==> src/kpl_pkg.sv <==
package kpl_pkg;

  // ----------------------------------------
  // register offsets
  // ----------------------------------------
  localparam logic [7:0] CFG_ADDR = 8'h01;
  localparam logic [7:0] STAT_ADDR = 8'h02;
  localparam logic [7:0] LEC_ADDR = 8'h03;
  localparam logic [7:0] EVT_ADDR = 8'h04;
  localparam logic [7:0] UNL1_ADDR = 8'h0F;
  localparam logic [7:0] UNL2_ADDR = 8'h10;
  localparam logic [7:0] LTMR_ADDR = 8'h11;
  localparam logic [7:0] REG_RESET = 8'h00;

  // ----------------------------------------
  // field positions
  // ----------------------------------------
  localparam int CFG_KE_IEN = 0;
  localparam int CFG_IN_IEN = 1;
  localparam int CFG_KL_IEN = 2;
  localparam int CFG_OV_IEN = 3;
  localparam int CFG_RETRIG = 4;
  localparam int CFG_OV_MODE = 5;
  localparam int CFG_IN_EM = 6;
  localparam int ST_KEY = 0;
  localparam int ST_IN = 1;
  localparam int ST_LOCK = 2;
  localparam int ST_OVF = 3;
  localparam int ST_COMBO = 4;
  localparam int LEC_LOCK_EN = 6;
  localparam int STAT_W = 5;

  // ----------------------------------------
  // event codes and fixed combo keys
  // ----------------------------------------
  localparam int EVT_PRESS_BIT = 7;
  localparam logic [6:0] COMBO_K1 = 7'h01;
  localparam logic [6:0] COMBO_K2 = 7'h0B;
  localparam logic [6:0] COMBO_K3 = 7'h15;
  localparam logic [6:0] GPI_FIRST = 7'h61;
  localparam logic [6:0] GPI_LAST = 7'h72;
  localparam logic [6:0] KEY_LAST = 7'h50;

  // ----------------------------------------
  // timing
  // ----------------------------------------
  localparam int CLK_MHZ = 250;
  localparam int RETRIG_US = 50;
  localparam int RETRIG_CYC = RETRIG_US * CLK_MHZ;
  localparam int SEC_CYC = 250_000_000;

  typedef enum logic [1:0] {KPL_UNLOCKED, KPL_WAIT_FIRST, KPL_WAIT_SECOND} kpl_lock_e;
  typedef enum logic {KPL_IDLE_SCAN, KPL_ACTIVE_SCAN} kpl_scan_e;

  // register bus request
  typedef struct packed {
    logic wr;
    logic rd;
    logic [7:0] addr;
    logic [7:0] wdata;
  } kpl_req_s;

  // key event from the scan front end
  typedef struct packed {
    logic valid;
    logic press;
    logic [6:0] code;
  } kpl_evt_s;

endpackage : kpl_pkg

==> src/kpl_evt_fifo.sv <==
`timescale 1ns/100ps
module kpl_evt_fifo #(
  parameter int DEPTH = 10
) (
  // clock and reset
  input wire logic ref_clk,
  input wire logic rst,
  // push side
  input wire logic push,
  input wire logic [7:0] push_data,
  input wire logic wrap_mode,
  // pop side
  input wire logic pop,
  output logic [7:0] head,
  output logic [3:0] count,
  output logic full
);
  import kpl_pkg::*;

  logic [7:0] mem_reg [DEPTH];
  logic [3:0] count_reg;
  logic [3:0] count_next;
  logic do_push;
  logic do_shift;

  // ----------------------------------------
  // control decode
  // ----------------------------------------
  assign full = (count_reg == 4'(DEPTH));
  assign do_push = push && (!full || wrap_mode);
  assign do_shift = (pop && count_reg != 4'h0) || (push && full && wrap_mode);
  assign head = mem_reg[0];
  assign count = count_reg;
  assign count_next = (count_reg + 4'(do_push)) - 4'(do_shift);

  // shift-down storage, newest at top of occupied slots
  always_ff @(posedge ref_clk or posedge rst) begin
    if (rst) begin
      count_reg <= 4'h0;
      for (int i = 0; i < DEPTH; i++) begin
        mem_reg[i] <= REG_RESET;
      end
    end else begin
      count_reg <= count_next;
      for (int i = 0; i < DEPTH; i++) begin
        if (do_push && int'(count_next) - 1 == i) begin
          mem_reg[i] <= push_data;
        end else if (do_shift) begin
          mem_reg[i] <= (i == DEPTH - 1) ? REG_RESET : mem_reg[(i + 1) % DEPTH];
        end
      end
    end
  end

endmodule : kpl_evt_fifo

==> src/kpl_core.sv <==
`timescale 1ns/100ps
// Summary of operation
// - wrap mode: drop oldest, append new
// - default mode: drop new event when full
// - event bit7 press, low bits key code
// - lock blocks key events and key interrupts
// - unlock keys: any matrix or input code
// - locked with mask: first press interrupts
// - lock interrupt after both keys in order
// - mask timeout resets unlock sequence
// - lock timer bits 2:0 key gap seconds
// - lock timer bits 7:3 mask seconds
// - writing lock enable zero unlocks
// - keys 1, 11, 21 together flag combo
// - input pin edge raises interrupt
// - change clears on return or read
// - outputs never interrupt; switch may spuriously
// - interrupt pin open-drain active low
// - retrigger: clear while pending gives 50us release
// - no retrigger: pin stays low
// - reset sets every register to default
// - idle: columns low, rows pulled up inputs
// - oscillator stopped while idle
// - row low starts active scan; release idles
// - event into full FIFO sets overflow flag
// - configuration bit layout
// - status bits cleared by writing one
// - lock/count register layout
module kpl_core #(
  parameter int DEPTH = 10,
  parameter int ROWS = 8,
  parameter int COLS = 10,
  parameter int PINS = 18,
  parameter int RETRIG_CYCLES = kpl_pkg::RETRIG_CYC,
  parameter int SEC_CYCLES = kpl_pkg::SEC_CYC
) (
  // clock and reset
  input wire logic ref_clk,
  input wire logic rst,
  // register access from serial bus engine
  input wire kpl_pkg::kpl_req_s req,
  input wire logic ack_phase,
  output logic [7:0] rdata,
  // scanned key events and matrix state
  input wire kpl_pkg::kpl_evt_s evt,
  input wire logic combo_held,
  input wire logic scan_done,
  // input pins
  input wire logic [PINS-1:0] pin_in,
  input wire logic [PINS-1:0] pin_is_input,
  // keypad matrix pins
  input wire logic [ROWS-1:0] row_in,
  output logic [COLS-1:0] col_out,
  output logic [COLS-1:0] col_oe_n,
  output logic [ROWS-1:0] row_pullup_en,
  output logic osc_run,
  // interrupt pin
  output logic int_out,
  output logic int_oe_n
);
  import kpl_pkg::*;

  // ----------------------------------------
  // registers
  // ----------------------------------------
  logic [7:0] cfg_reg;
  logic [STAT_W-1:0] stat_reg;
  logic [STAT_W-1:0] stat_next;
  logic lock_en_reg;
  logic [6:0] unl1_reg;
  logic [6:0] unl2_reg;
  logic [7:0] ltmr_reg;
  logic [PINS-1:0] in_ref_reg;
  logic [PINS-1:0] chg_reg;
  logic combo_seen_reg;
  kpl_lock_e lock_reg;
  kpl_lock_e lock_next;
  kpl_scan_e scan_reg;
  // one-second base, gap and mask timers
  logic [31:0] tick_cnt_reg;
  logic [5:0] sec_cnt_reg;
  logic [2:0] gap_cnt_reg;
  logic first_seen_reg;
  logic [31:0] hold_cnt_reg;
  logic int_pend_d_reg;

  // ----------------------------------------
  // decode
  // ----------------------------------------
  function automatic logic wr_hit(input kpl_req_s r, input logic [7:0] a);
    return r.wr && (r.addr == a);
  endfunction : wr_hit

  function automatic logic valid_code(input logic [6:0] c);
    return (c != 7'h00 && c <= KEY_LAST) || (c >= GPI_FIRST && c <= GPI_LAST);
  endfunction : valid_code

  wire is_gpi = evt.code >= GPI_FIRST;
  wire lock_on = lock_en_reg;
  wire mask_on = ltmr_reg[7:3] != 5'h00;
  wire evt_ok = evt.valid && valid_code(evt.code);
  // gpi events are still recorded while locked unless input event mode is set
  wire evt_blocked = lock_on && (!is_gpi || cfg_reg[CFG_IN_EM]);
  wire fifo_push = evt_ok && !evt_blocked;
  wire [7:0] evt_byte = {evt.press, evt.code};
  wire fifo_full;
  wire [7:0] fifo_head;
  wire [3:0] fifo_count;
  // read side effects happen only in the acknowledge phase
  wire evt_rd = req.rd && req.addr == EVT_ADDR && ack_phase;
  wire ovf_set = fifo_push && fifo_full;
  wire press_any = evt_ok && evt.press;
  wire sec_tick = tick_cnt_reg == 32'(SEC_CYCLES - 1);
  wire unl_first = press_any && evt.code == unl1_reg;
  wire unl_second = press_any && evt.code == unl2_reg;
  wire unlock_done = (lock_reg == KPL_WAIT_SECOND) && unl_second;
  wire mask_expired = sec_tick && mask_on && (sec_cnt_reg == 6'({1'b0, ltmr_reg[7:3]}));
  wire gap_expired = sec_tick && (gap_cnt_reg == ltmr_reg[2:0]);
  // input-pin change: any edge of an input pin, outputs excluded
  wire [PINS-1:0] chg_now = (pin_in ^ in_ref_reg) & pin_is_input;
  wire in_rd = req.rd && ack_phase && req.addr == STAT_ADDR;
  wire combo_rise = combo_held && !combo_seen_reg;
  wire key_irq_evt = fifo_push || (lock_on && mask_on && press_any && !first_seen_reg);

  // ----------------------------------------
  // event fifo
  // ----------------------------------------
  kpl_evt_fifo #(.DEPTH(DEPTH)) u_fifo (
    .ref_clk(ref_clk),
    .rst(rst),
    .push(fifo_push),
    .push_data(evt_byte),
    .wrap_mode(cfg_reg[CFG_OV_MODE]),
    .pop(evt_rd),
    .head(fifo_head),
    .count(fifo_count),
    .full(fifo_full)
  );

  // ----------------------------------------
  // status set and write-one clear, set wins
  // ----------------------------------------
  wire [STAT_W-1:0] stat_set = {combo_rise, ovf_set, unlock_done, |chg_now, key_irq_evt};
  wire [STAT_W-1:0] stat_clr = wr_hit(req, STAT_ADDR) ? req.wdata[STAT_W-1:0] : '0;
  // input flag follows the pin: dropped once it returns to its reference
  wire [STAT_W-1:0] in_drop = STAT_W'(!(|chg_now)) << ST_IN;
  assign stat_next = (stat_reg & ~stat_clr & ~in_drop) | stat_set;

  // ----------------------------------------
  // unlock sequence
  // ----------------------------------------
  // waits for first then second key, falls back on timeout
  always_comb begin
    lock_next = lock_reg;
    unique case (lock_reg)
      KPL_UNLOCKED: begin
        if (lock_on) begin
          lock_next = KPL_WAIT_FIRST;
        end
      end
      KPL_WAIT_FIRST: begin
        if (unl_first) begin
          lock_next = KPL_WAIT_SECOND;
        end
      end
      KPL_WAIT_SECOND: begin
        if (unl_second) begin
          lock_next = KPL_UNLOCKED;
        end else if (gap_expired || mask_expired) begin
          lock_next = KPL_WAIT_FIRST;
        end
      end
    endcase
    if (!lock_on) begin
      lock_next = KPL_UNLOCKED;
    end
  end

  // ----------------------------------------
  // config and lock registers
  // ----------------------------------------
  always_ff @(posedge ref_clk or posedge rst) begin
    if (rst) begin
      cfg_reg <= REG_RESET;
      unl1_reg <= 7'h00;
      unl2_reg <= 7'h00;
      ltmr_reg <= REG_RESET;
      stat_reg <= '0;
      lock_reg <= KPL_UNLOCKED;
    end else begin
      if (wr_hit(req, CFG_ADDR)) begin
        cfg_reg <= req.wdata;
      end
      if (wr_hit(req, UNL1_ADDR)) begin
        unl1_reg <= req.wdata[6:0];
      end
      if (wr_hit(req, UNL2_ADDR)) begin
        unl2_reg <= req.wdata[6:0];
      end
      if (wr_hit(req, LTMR_ADDR)) begin
        ltmr_reg <= req.wdata;
      end
      stat_reg <= stat_next;
      lock_reg <= lock_next;
    end
  end

  // lock enable: host write, cleared by a good unlock sequence
  always_ff @(posedge ref_clk or posedge rst) begin
    if (rst) begin
      lock_en_reg <= 1'b0;
    end else if (wr_hit(req, LEC_ADDR)) begin
      lock_en_reg <= req.wdata[LEC_LOCK_EN];
    end else if (unlock_done) begin
      lock_en_reg <= 1'b0;
    end
  end

  // ----------------------------------------
  // second timer, gap and mask counters
  // ----------------------------------------
  always_ff @(posedge ref_clk or posedge rst) begin
    if (rst) begin
      tick_cnt_reg <= 32'h0000_0000;
      sec_cnt_reg <= 6'h00;
      gap_cnt_reg <= 3'h0;
      first_seen_reg <= 1'b0;
    end else begin
      tick_cnt_reg <= (sec_tick || lock_reg == KPL_UNLOCKED) ? 32'h0000_0000 : tick_cnt_reg + 1;
      // gap timer only runs while waiting for the second key
      if (lock_next != KPL_WAIT_SECOND || unl_first) begin
        gap_cnt_reg <= 3'h0;
      end else if (sec_tick) begin
        gap_cnt_reg <= gap_cnt_reg + 3'h1;
      end
      if (lock_reg == KPL_UNLOCKED || mask_expired) begin
        sec_cnt_reg <= 6'h00;
        first_seen_reg <= 1'b0;
      end else begin
        if (sec_tick) begin
          sec_cnt_reg <= sec_cnt_reg + 6'h01;
        end
        if (press_any) begin
          first_seen_reg <= 1'b1;
        end
      end
    end
  end

  // ----------------------------------------
  // input change tracking
  // ----------------------------------------
  always_ff @(posedge ref_clk or posedge rst) begin
    if (rst) begin
      in_ref_reg <= '0;
      chg_reg <= '0;
      combo_seen_reg <= 1'b0;
    end else begin
      chg_reg <= chg_now;
      // reference follows the pin when read at ack; return to level clears itself
      if (in_rd) begin
        in_ref_reg <= pin_in;
      end
      combo_seen_reg <= combo_held;
    end
  end

  // ----------------------------------------
  // interrupt pin with optional release pulse
  // ----------------------------------------
  // combo has no enable bit, so it is always allowed
  wire [STAT_W-1:0] ien = {1'b1, cfg_reg[CFG_OV_IEN], cfg_reg[CFG_KL_IEN],
                           cfg_reg[CFG_IN_IEN], cfg_reg[CFG_KE_IEN]};
  // status as the host sees it, live input change folded in
  wire [STAT_W-1:0] stat_view = {stat_reg[ST_COMBO:ST_LOCK], stat_reg[ST_IN] | (|chg_reg),
                                 stat_reg[ST_KEY]};
  // while unlocked, unread events keep the key interrupt pending after a clear
  wire [STAT_W-1:0] live = {stat_view[ST_COMBO:ST_IN],
                            stat_view[ST_KEY] | (fifo_count != 4'h0 && !lock_on)};
  wire int_pend = |(live & ien);
  wire clr_try = wr_hit(req, STAT_ADDR) && (req.wdata[STAT_W-1:0] != '0);

  // release timer reloads on a clear attempt while asserted
  always_ff @(posedge ref_clk or posedge rst) begin
    if (rst) begin
      hold_cnt_reg <= 32'h0000_0000;
      int_pend_d_reg <= 1'b0;
    end else begin
      int_pend_d_reg <= int_pend;
      if (clr_try && int_pend_d_reg && cfg_reg[CFG_RETRIG]) begin
        hold_cnt_reg <= 32'(RETRIG_CYCLES);
      end else if (hold_cnt_reg != 32'h0000_0000) begin
        hold_cnt_reg <= hold_cnt_reg - 1;
      end
    end
  end

  // pin only ever pulls low, released during the retrigger gap
  assign int_out = 1'b0;
  assign int_oe_n = !(int_pend_d_reg && hold_cnt_reg == 32'h0000_0000);

  // ----------------------------------------
  // scan mode and oscillator gating
  // ----------------------------------------
  always_ff @(posedge ref_clk or posedge rst) begin
    if (rst) begin
      scan_reg <= KPL_IDLE_SCAN;
    end else if (scan_reg == KPL_IDLE_SCAN && row_in != '1) begin
      scan_reg <= KPL_ACTIVE_SCAN;
    end else if (scan_reg == KPL_ACTIVE_SCAN && scan_done) begin
      scan_reg <= KPL_IDLE_SCAN;
    end
  end

  // fixed idle matrix setup, oscillator follows scan state
  assign osc_run = scan_reg == KPL_ACTIVE_SCAN;
  assign col_out = '0;
  assign col_oe_n = '0;
  assign row_pullup_en = '1;

  // ----------------------------------------
  // read mux
  // ----------------------------------------
  // registered read data for the addressed register
  always_ff @(posedge ref_clk or posedge rst) begin
    if (rst) begin
      rdata <= REG_RESET;
    end else begin
      unique case (req.addr)
        CFG_ADDR: rdata <= cfg_reg;
        STAT_ADDR: rdata <= 8'(stat_view);
        LEC_ADDR: rdata <= {1'b0, lock_en_reg, lock_reg == KPL_WAIT_SECOND,
                            lock_reg == KPL_WAIT_FIRST, fifo_count};
        EVT_ADDR: rdata <= fifo_head;
        UNL1_ADDR: rdata <= {1'b0, unl1_reg};
        UNL2_ADDR: rdata <= {1'b0, unl2_reg};
        LTMR_ADDR: rdata <= ltmr_reg;
        default: rdata <= REG_RESET;
      endcase
    end
  end

endmodule : kpl_core

==> config.mk <==
export PLATFORM = sky130hd
export DESIGN_NAME = kpl_core
export DESIGN_NICKNAME = d
export VERILOG_FILES = /design/src/kpl_pkg.sv /design/src/kpl_evt_fifo.sv /design/src/kpl_core.sv
export SDC_FILE = /design/constraint.sdc
export NUM_CORES = 1
export LEC_CHECK = 0
export BUFFER_PORTS_ARGS = -buffer_cell sky130_fd_sc_hd__buf_2
export CORE_AREA = 3 3 204 206
export DETAILED_ROUTE_END_ITERATION = 10
export DIE_AREA = 0 0 207 209
export SLEW_MARGIN = 30
export SYNTH_ARGS = -nofsm -noshare
export SYNTH_HDL_FRONTEND = slang
export SYNTH_SLANG_ARGS = --single-unit
==> constraint.sdc <==
create_clock -name ref_clk -period 11.8 [get_ports ref_clk]
set_clock_uncertainty 0.05 [all_clocks]
set_input_delay 2.36 -clock ref_clk [delete_from_list [all_inputs] [get_ports ref_clk]]
set_output_delay 2.36 -clock ref_clk [all_outputs]
set_load 0.1 [all_outputs]
==> run metrics <==
status finished, final reports clean; dominant register cell in the synthesized netlist sky130_fd_sc_hd__dfrtp_1; layout overhead on the synthesized area 15.29%; Worst Setup EP u_fifo.mem_reg[0]; post-detailed-route via-to-cell ratio just under 5; via count of the routed design between 9,000 and 10,000; average cell area after synthesis about 9.8 µm²; GPL Wtd Cong 0.8265; worst slack after detailed placement 3941 ps; asr flop ratio synth 100.0%; Die Y around 210 µm; number of warnings printed during yosys synthesis 0; sequential area share after synthesis approximately half; slew at the pin with the worst max-slew slack around 950 ps; worst reg-to-reg path cell count 19; Synth top area share approximately half; Final #Nets about 1,400; Worst Path Required between 10,000 and 15,000 ps; cell area after synthesis 0.01197 mm²; Placement Rows 73; hold violation count in the final report 0; fill count 4,082; Sequential cell area between 0.006 and 0.007 mm²; class of the worst hold path reg -> reg; reg-to-reg startpoint u_fifo.count[2]; setup repair after global routing missed its margin no; number of enable-type register cells in the synthesized netlist 0; Sinks on Clock Net approximately 240; Int Pwr between 0.0015 and 0.002 W; Die ar. approximately 0.043 mm²; Sw Pwr ~0.00076 W; instance count of the mapped netlist approximately 1,200; wire length reported by the detailed router about 29,000 µm; number of buffers inserted to repair setup after CTS 0; ratio of cells with drive above 1 in the final layout 16.81%; dpl hpwl roughly 20,000 µm; highest clock rate about 140 MHz; cell at the root of the clock tree sky130_fd_sc_hd__clkbuf_16; wire length of the first global-routing pass 48,280 µm; type of element capturing the critical path flop; startpoint of the worst setup timing path evt[2]; clock buffers created by TritonCTS 29; Die X between 200 and 250 µm; pwr dens roughly 180 mW/mm²; switching share of power 30.27%; number of nets still failing antenna checks after routing 0; Final Power 0.002516 W; worst slew slack as a fraction of its limit 36.37%; Setup violations, final 0; Core Area 0.03982 mm²; largest cells by area after synthesis sky130_fd_sc_hd__dfrtp_1 51%, sky130_fd_sc_hd__mux2_2 5.8%, sky130_fd_sc_hd__nand2_1 5.7%; final cell count without fillers between 1,500 and 2,000; Reg clk slew, reported paths 60 ps; Final TNS setup 0 ps; combinational share of power 19.1%; period utilisation layout 62.02%; crit path DAT around 7700 ps; CTS Hold Buffers Added 0; Routed met1 length 13,210 µm; PortBufs 85; startpoint type of the worst setup path primary input; leading cell types in the layout, fill and taps excluded 243 x sky130_fd_sc_hd__dfrtp_1, 182 x sky130_fd_sc_hd__nand2_1, 149 x sky130_fd_sc_hd__nor2_1; Area after DPL around 0.013 mm²; fraction of power consumed by sequential logic approximately 44%; PostCTS Resize Cnt 0; clock tree from TritonCTS built; fraction of power consumed by the clock network 37.0%; area leader, netlist sky130_fd_sc_hd__dfrtp_1; VDD IR max around 140 µV; multi-input gate area in the final layout roughly 0.0055 mm²; maximum fanout along the worst path 73; starting density of the core between 30% and 40%; leak pwr 6.103 nW; number of levels in the clock H-tree 1; most common cell after layout, fill and taps aside sky130_fd_sc_hd__dfrtp_1; total of flip-flops plus latches after synthesis around 240; clock insertion delay at the later pin of the skew report 570 ps; drt initial violations a little under 700; Slew Limit Fails 0; Post-Place Cells roughly 1,800; maximum number of pins on one net before global-route repair approximately 110; post-DR wirelength/cell 15.92 µm; DRC 0; maximum buffer depth of the clock tree 3; number of flip-flops under the largest register name a little over 70; capturing point of the worst reg2reg path u_fifo.mem_reg[0]; ports placed on the boundary 115; time the final worst path needs with I/O delays and setup between 7000 and 8000 ps; length of the first detailed-routing pass in iterations 5; highest routed metal layer met4; WL met3 between 1500 and 2000 µm; number of maximum-capacitance constraint violations 0; antenna violations before repair 1; area of all placed cells without fillers roughly 0.014 mm²; Detail Route met2 WL 13,670 µm; type of the setup path with the least slack in -> reg; worst setup slack for register-to-register paths around 6500 ps; post-route setup slack between 4000 and 5000 ps; number of distinct library cell variants in the gate-level netlist after synthesis between 50 and 60; vias in the first global route ~9,000; remaining global-route overflow 0; All-Layer GR Usage approximately an eighth
through the flow:
step	util, %	hold slack [ps]
after floorplan	-	349.6
after CTS	34.60	390.6
after global placement	32.06	376.7
after global routing	34.66	409.3
after detailed placement	32.11	380.2
final	34.66	385.2
logic make-up after synthesis:
group | share of synthesized area, %
simple gates | 21.07
flops | 50.80
compound gates | 8.456
buf+inv | 4.578
xor+xnor | 7.170
mux | 6.334
fa+ha+maj | 1.526
other cells | 0.06274
layer usage:
metal	GRT usage, %	vias up
met2	21.84	218
met4	3.886	0
met5	0	-
li1	-	4324
met3	2.402	53
met1	18.09	4487
cells in the mapped netlist (3+ instances only):
cell type,count
sky130_fd_sc_hd__clkbuf_1,34
sky130_fd_sc_hd__and4_1,7
sky130_fd_sc_hd__inv_1,27
sky130_fd_sc_hd__or4_1,11
sky130_fd_sc_hd__nor4b_1,5
sky130_fd_sc_hd__xnor2_1,30
sky130_fd_sc_hd__nor2_1,149
sky130_fd_sc_hd__mux2i_1,6
sky130_fd_sc_hd__a21oi_1,18
sky130_fd_sc_hd__buf_4,29
sky130_fd_sc_hd__nor3_1,25
sky130_fd_sc_hd__o21a_1,4
sky130_fd_sc_hd__buf_2,18
sky130_fd_sc_hd__nand3b_1,5
sky130_fd_sc_hd__a31oi_1,65
sky130_fd_sc_hd__ha_1,13
sky130_fd_sc_hd__a222oi_1,6
sky130_fd_sc_hd__xor2_1,68
sky130_fd_sc_hd__o21ai_0,18
sky130_fd_sc_hd__nand2_1,182
sky130_fd_sc_hd__and2_1,22
sky130_fd_sc_hd__nand4_1,27
sky130_fd_sc_hd__nor2b_1,4
sky130_fd_sc_hd__nor4_1,17
sky130_fd_sc_hd__and3_1,7
sky130_fd_sc_hd__nand2b_1,3
sky130_fd_sc_hd__or3_1,9
sky130_fd_sc_hd__nand3_1,43
sky130_fd_sc_hd__mux2_2,62
sky130_fd_sc_hd__or2_2,8
sky130_fd_sc_hd__dfrtp_1,243
sky130_fd_sc_hd__a22oi_1,16
sky130_fd_sc_hd__a22o_1,9
worst max-delay path: stages:
cell and delay (ps):
sky130_fd_sc_hd__buf_2 200, sky130_fd_sc_hd__or4_4 590, sky130_fd_sc_hd__o2111ai_1 300, sky130_fd_sc_hd__a21o_1 170, sky130_fd_sc_hd__o21a_2 110, sky130_fd_sc_hd__buf_4 600, sky130_fd_sc_hd__inv_4 460, sky130_fd_sc_hd__ha_1 410
sky130_fd_sc_hd__inv_1 60, sky130_fd_sc_hd__ha_1 160, sky130_fd_sc_hd__inv_1 60, sky130_fd_sc_hd__fa_1 370, sky130_fd_sc_hd__xor2_1 320, sky130_fd_sc_hd__inv_1 180, sky130_fd_sc_hd__a2111oi_0 410, sky130_fd_sc_hd__and3_1 420
sky130_fd_sc_hd__nor2_1 220, sky130_fd_sc_hd__a22o_1 250
cell type report:
type	instances	area share (%)
Antenna cell	1	0.01813
Clock buffer	40	6.065
Clock inverter	11	1.106
Inverter	27	0.8069
Multi-Input combinational cell	895	39.58
Sequential cell	243	44.06
Tap cell	525	4.760
Timing Repair Buffer	93	3.599
power by group through the flow:
stage                     sequential, W  clock (W)  combinational, W
final                           0.00111   0.000930          0.000481
after global routing            0.00113   0.000996          0.000548
after CTS                       0.00110   0.000958          0.000484
after detailed placement        0.00112          0          0.000482
after global placement          0.00112          0          0.000469
after floorplan                 0.00109          0          0.000397
how the worst min path moves through the flow:
stage / to / slack (ps) / cells past startpoint / start
4_1_cts: stat_reg[4] / 390 / 1 / combo_seen_reg
2_1_floorplan: stat_reg[4] / 350 / 1 / combo_seen_reg
3_3_place_gp: stat_reg[4] / 380 / 1 / combo_seen_reg
3_5_place_dp: stat_reg[4] / 380 / 1 / combo_seen_reg
6_report: stat_reg[4] / 390 / 1 / combo_seen_reg
5_1_grt: stat_reg[4] / 410 / 1 / combo_seen_reg
(Power assumes the default switching activity.)
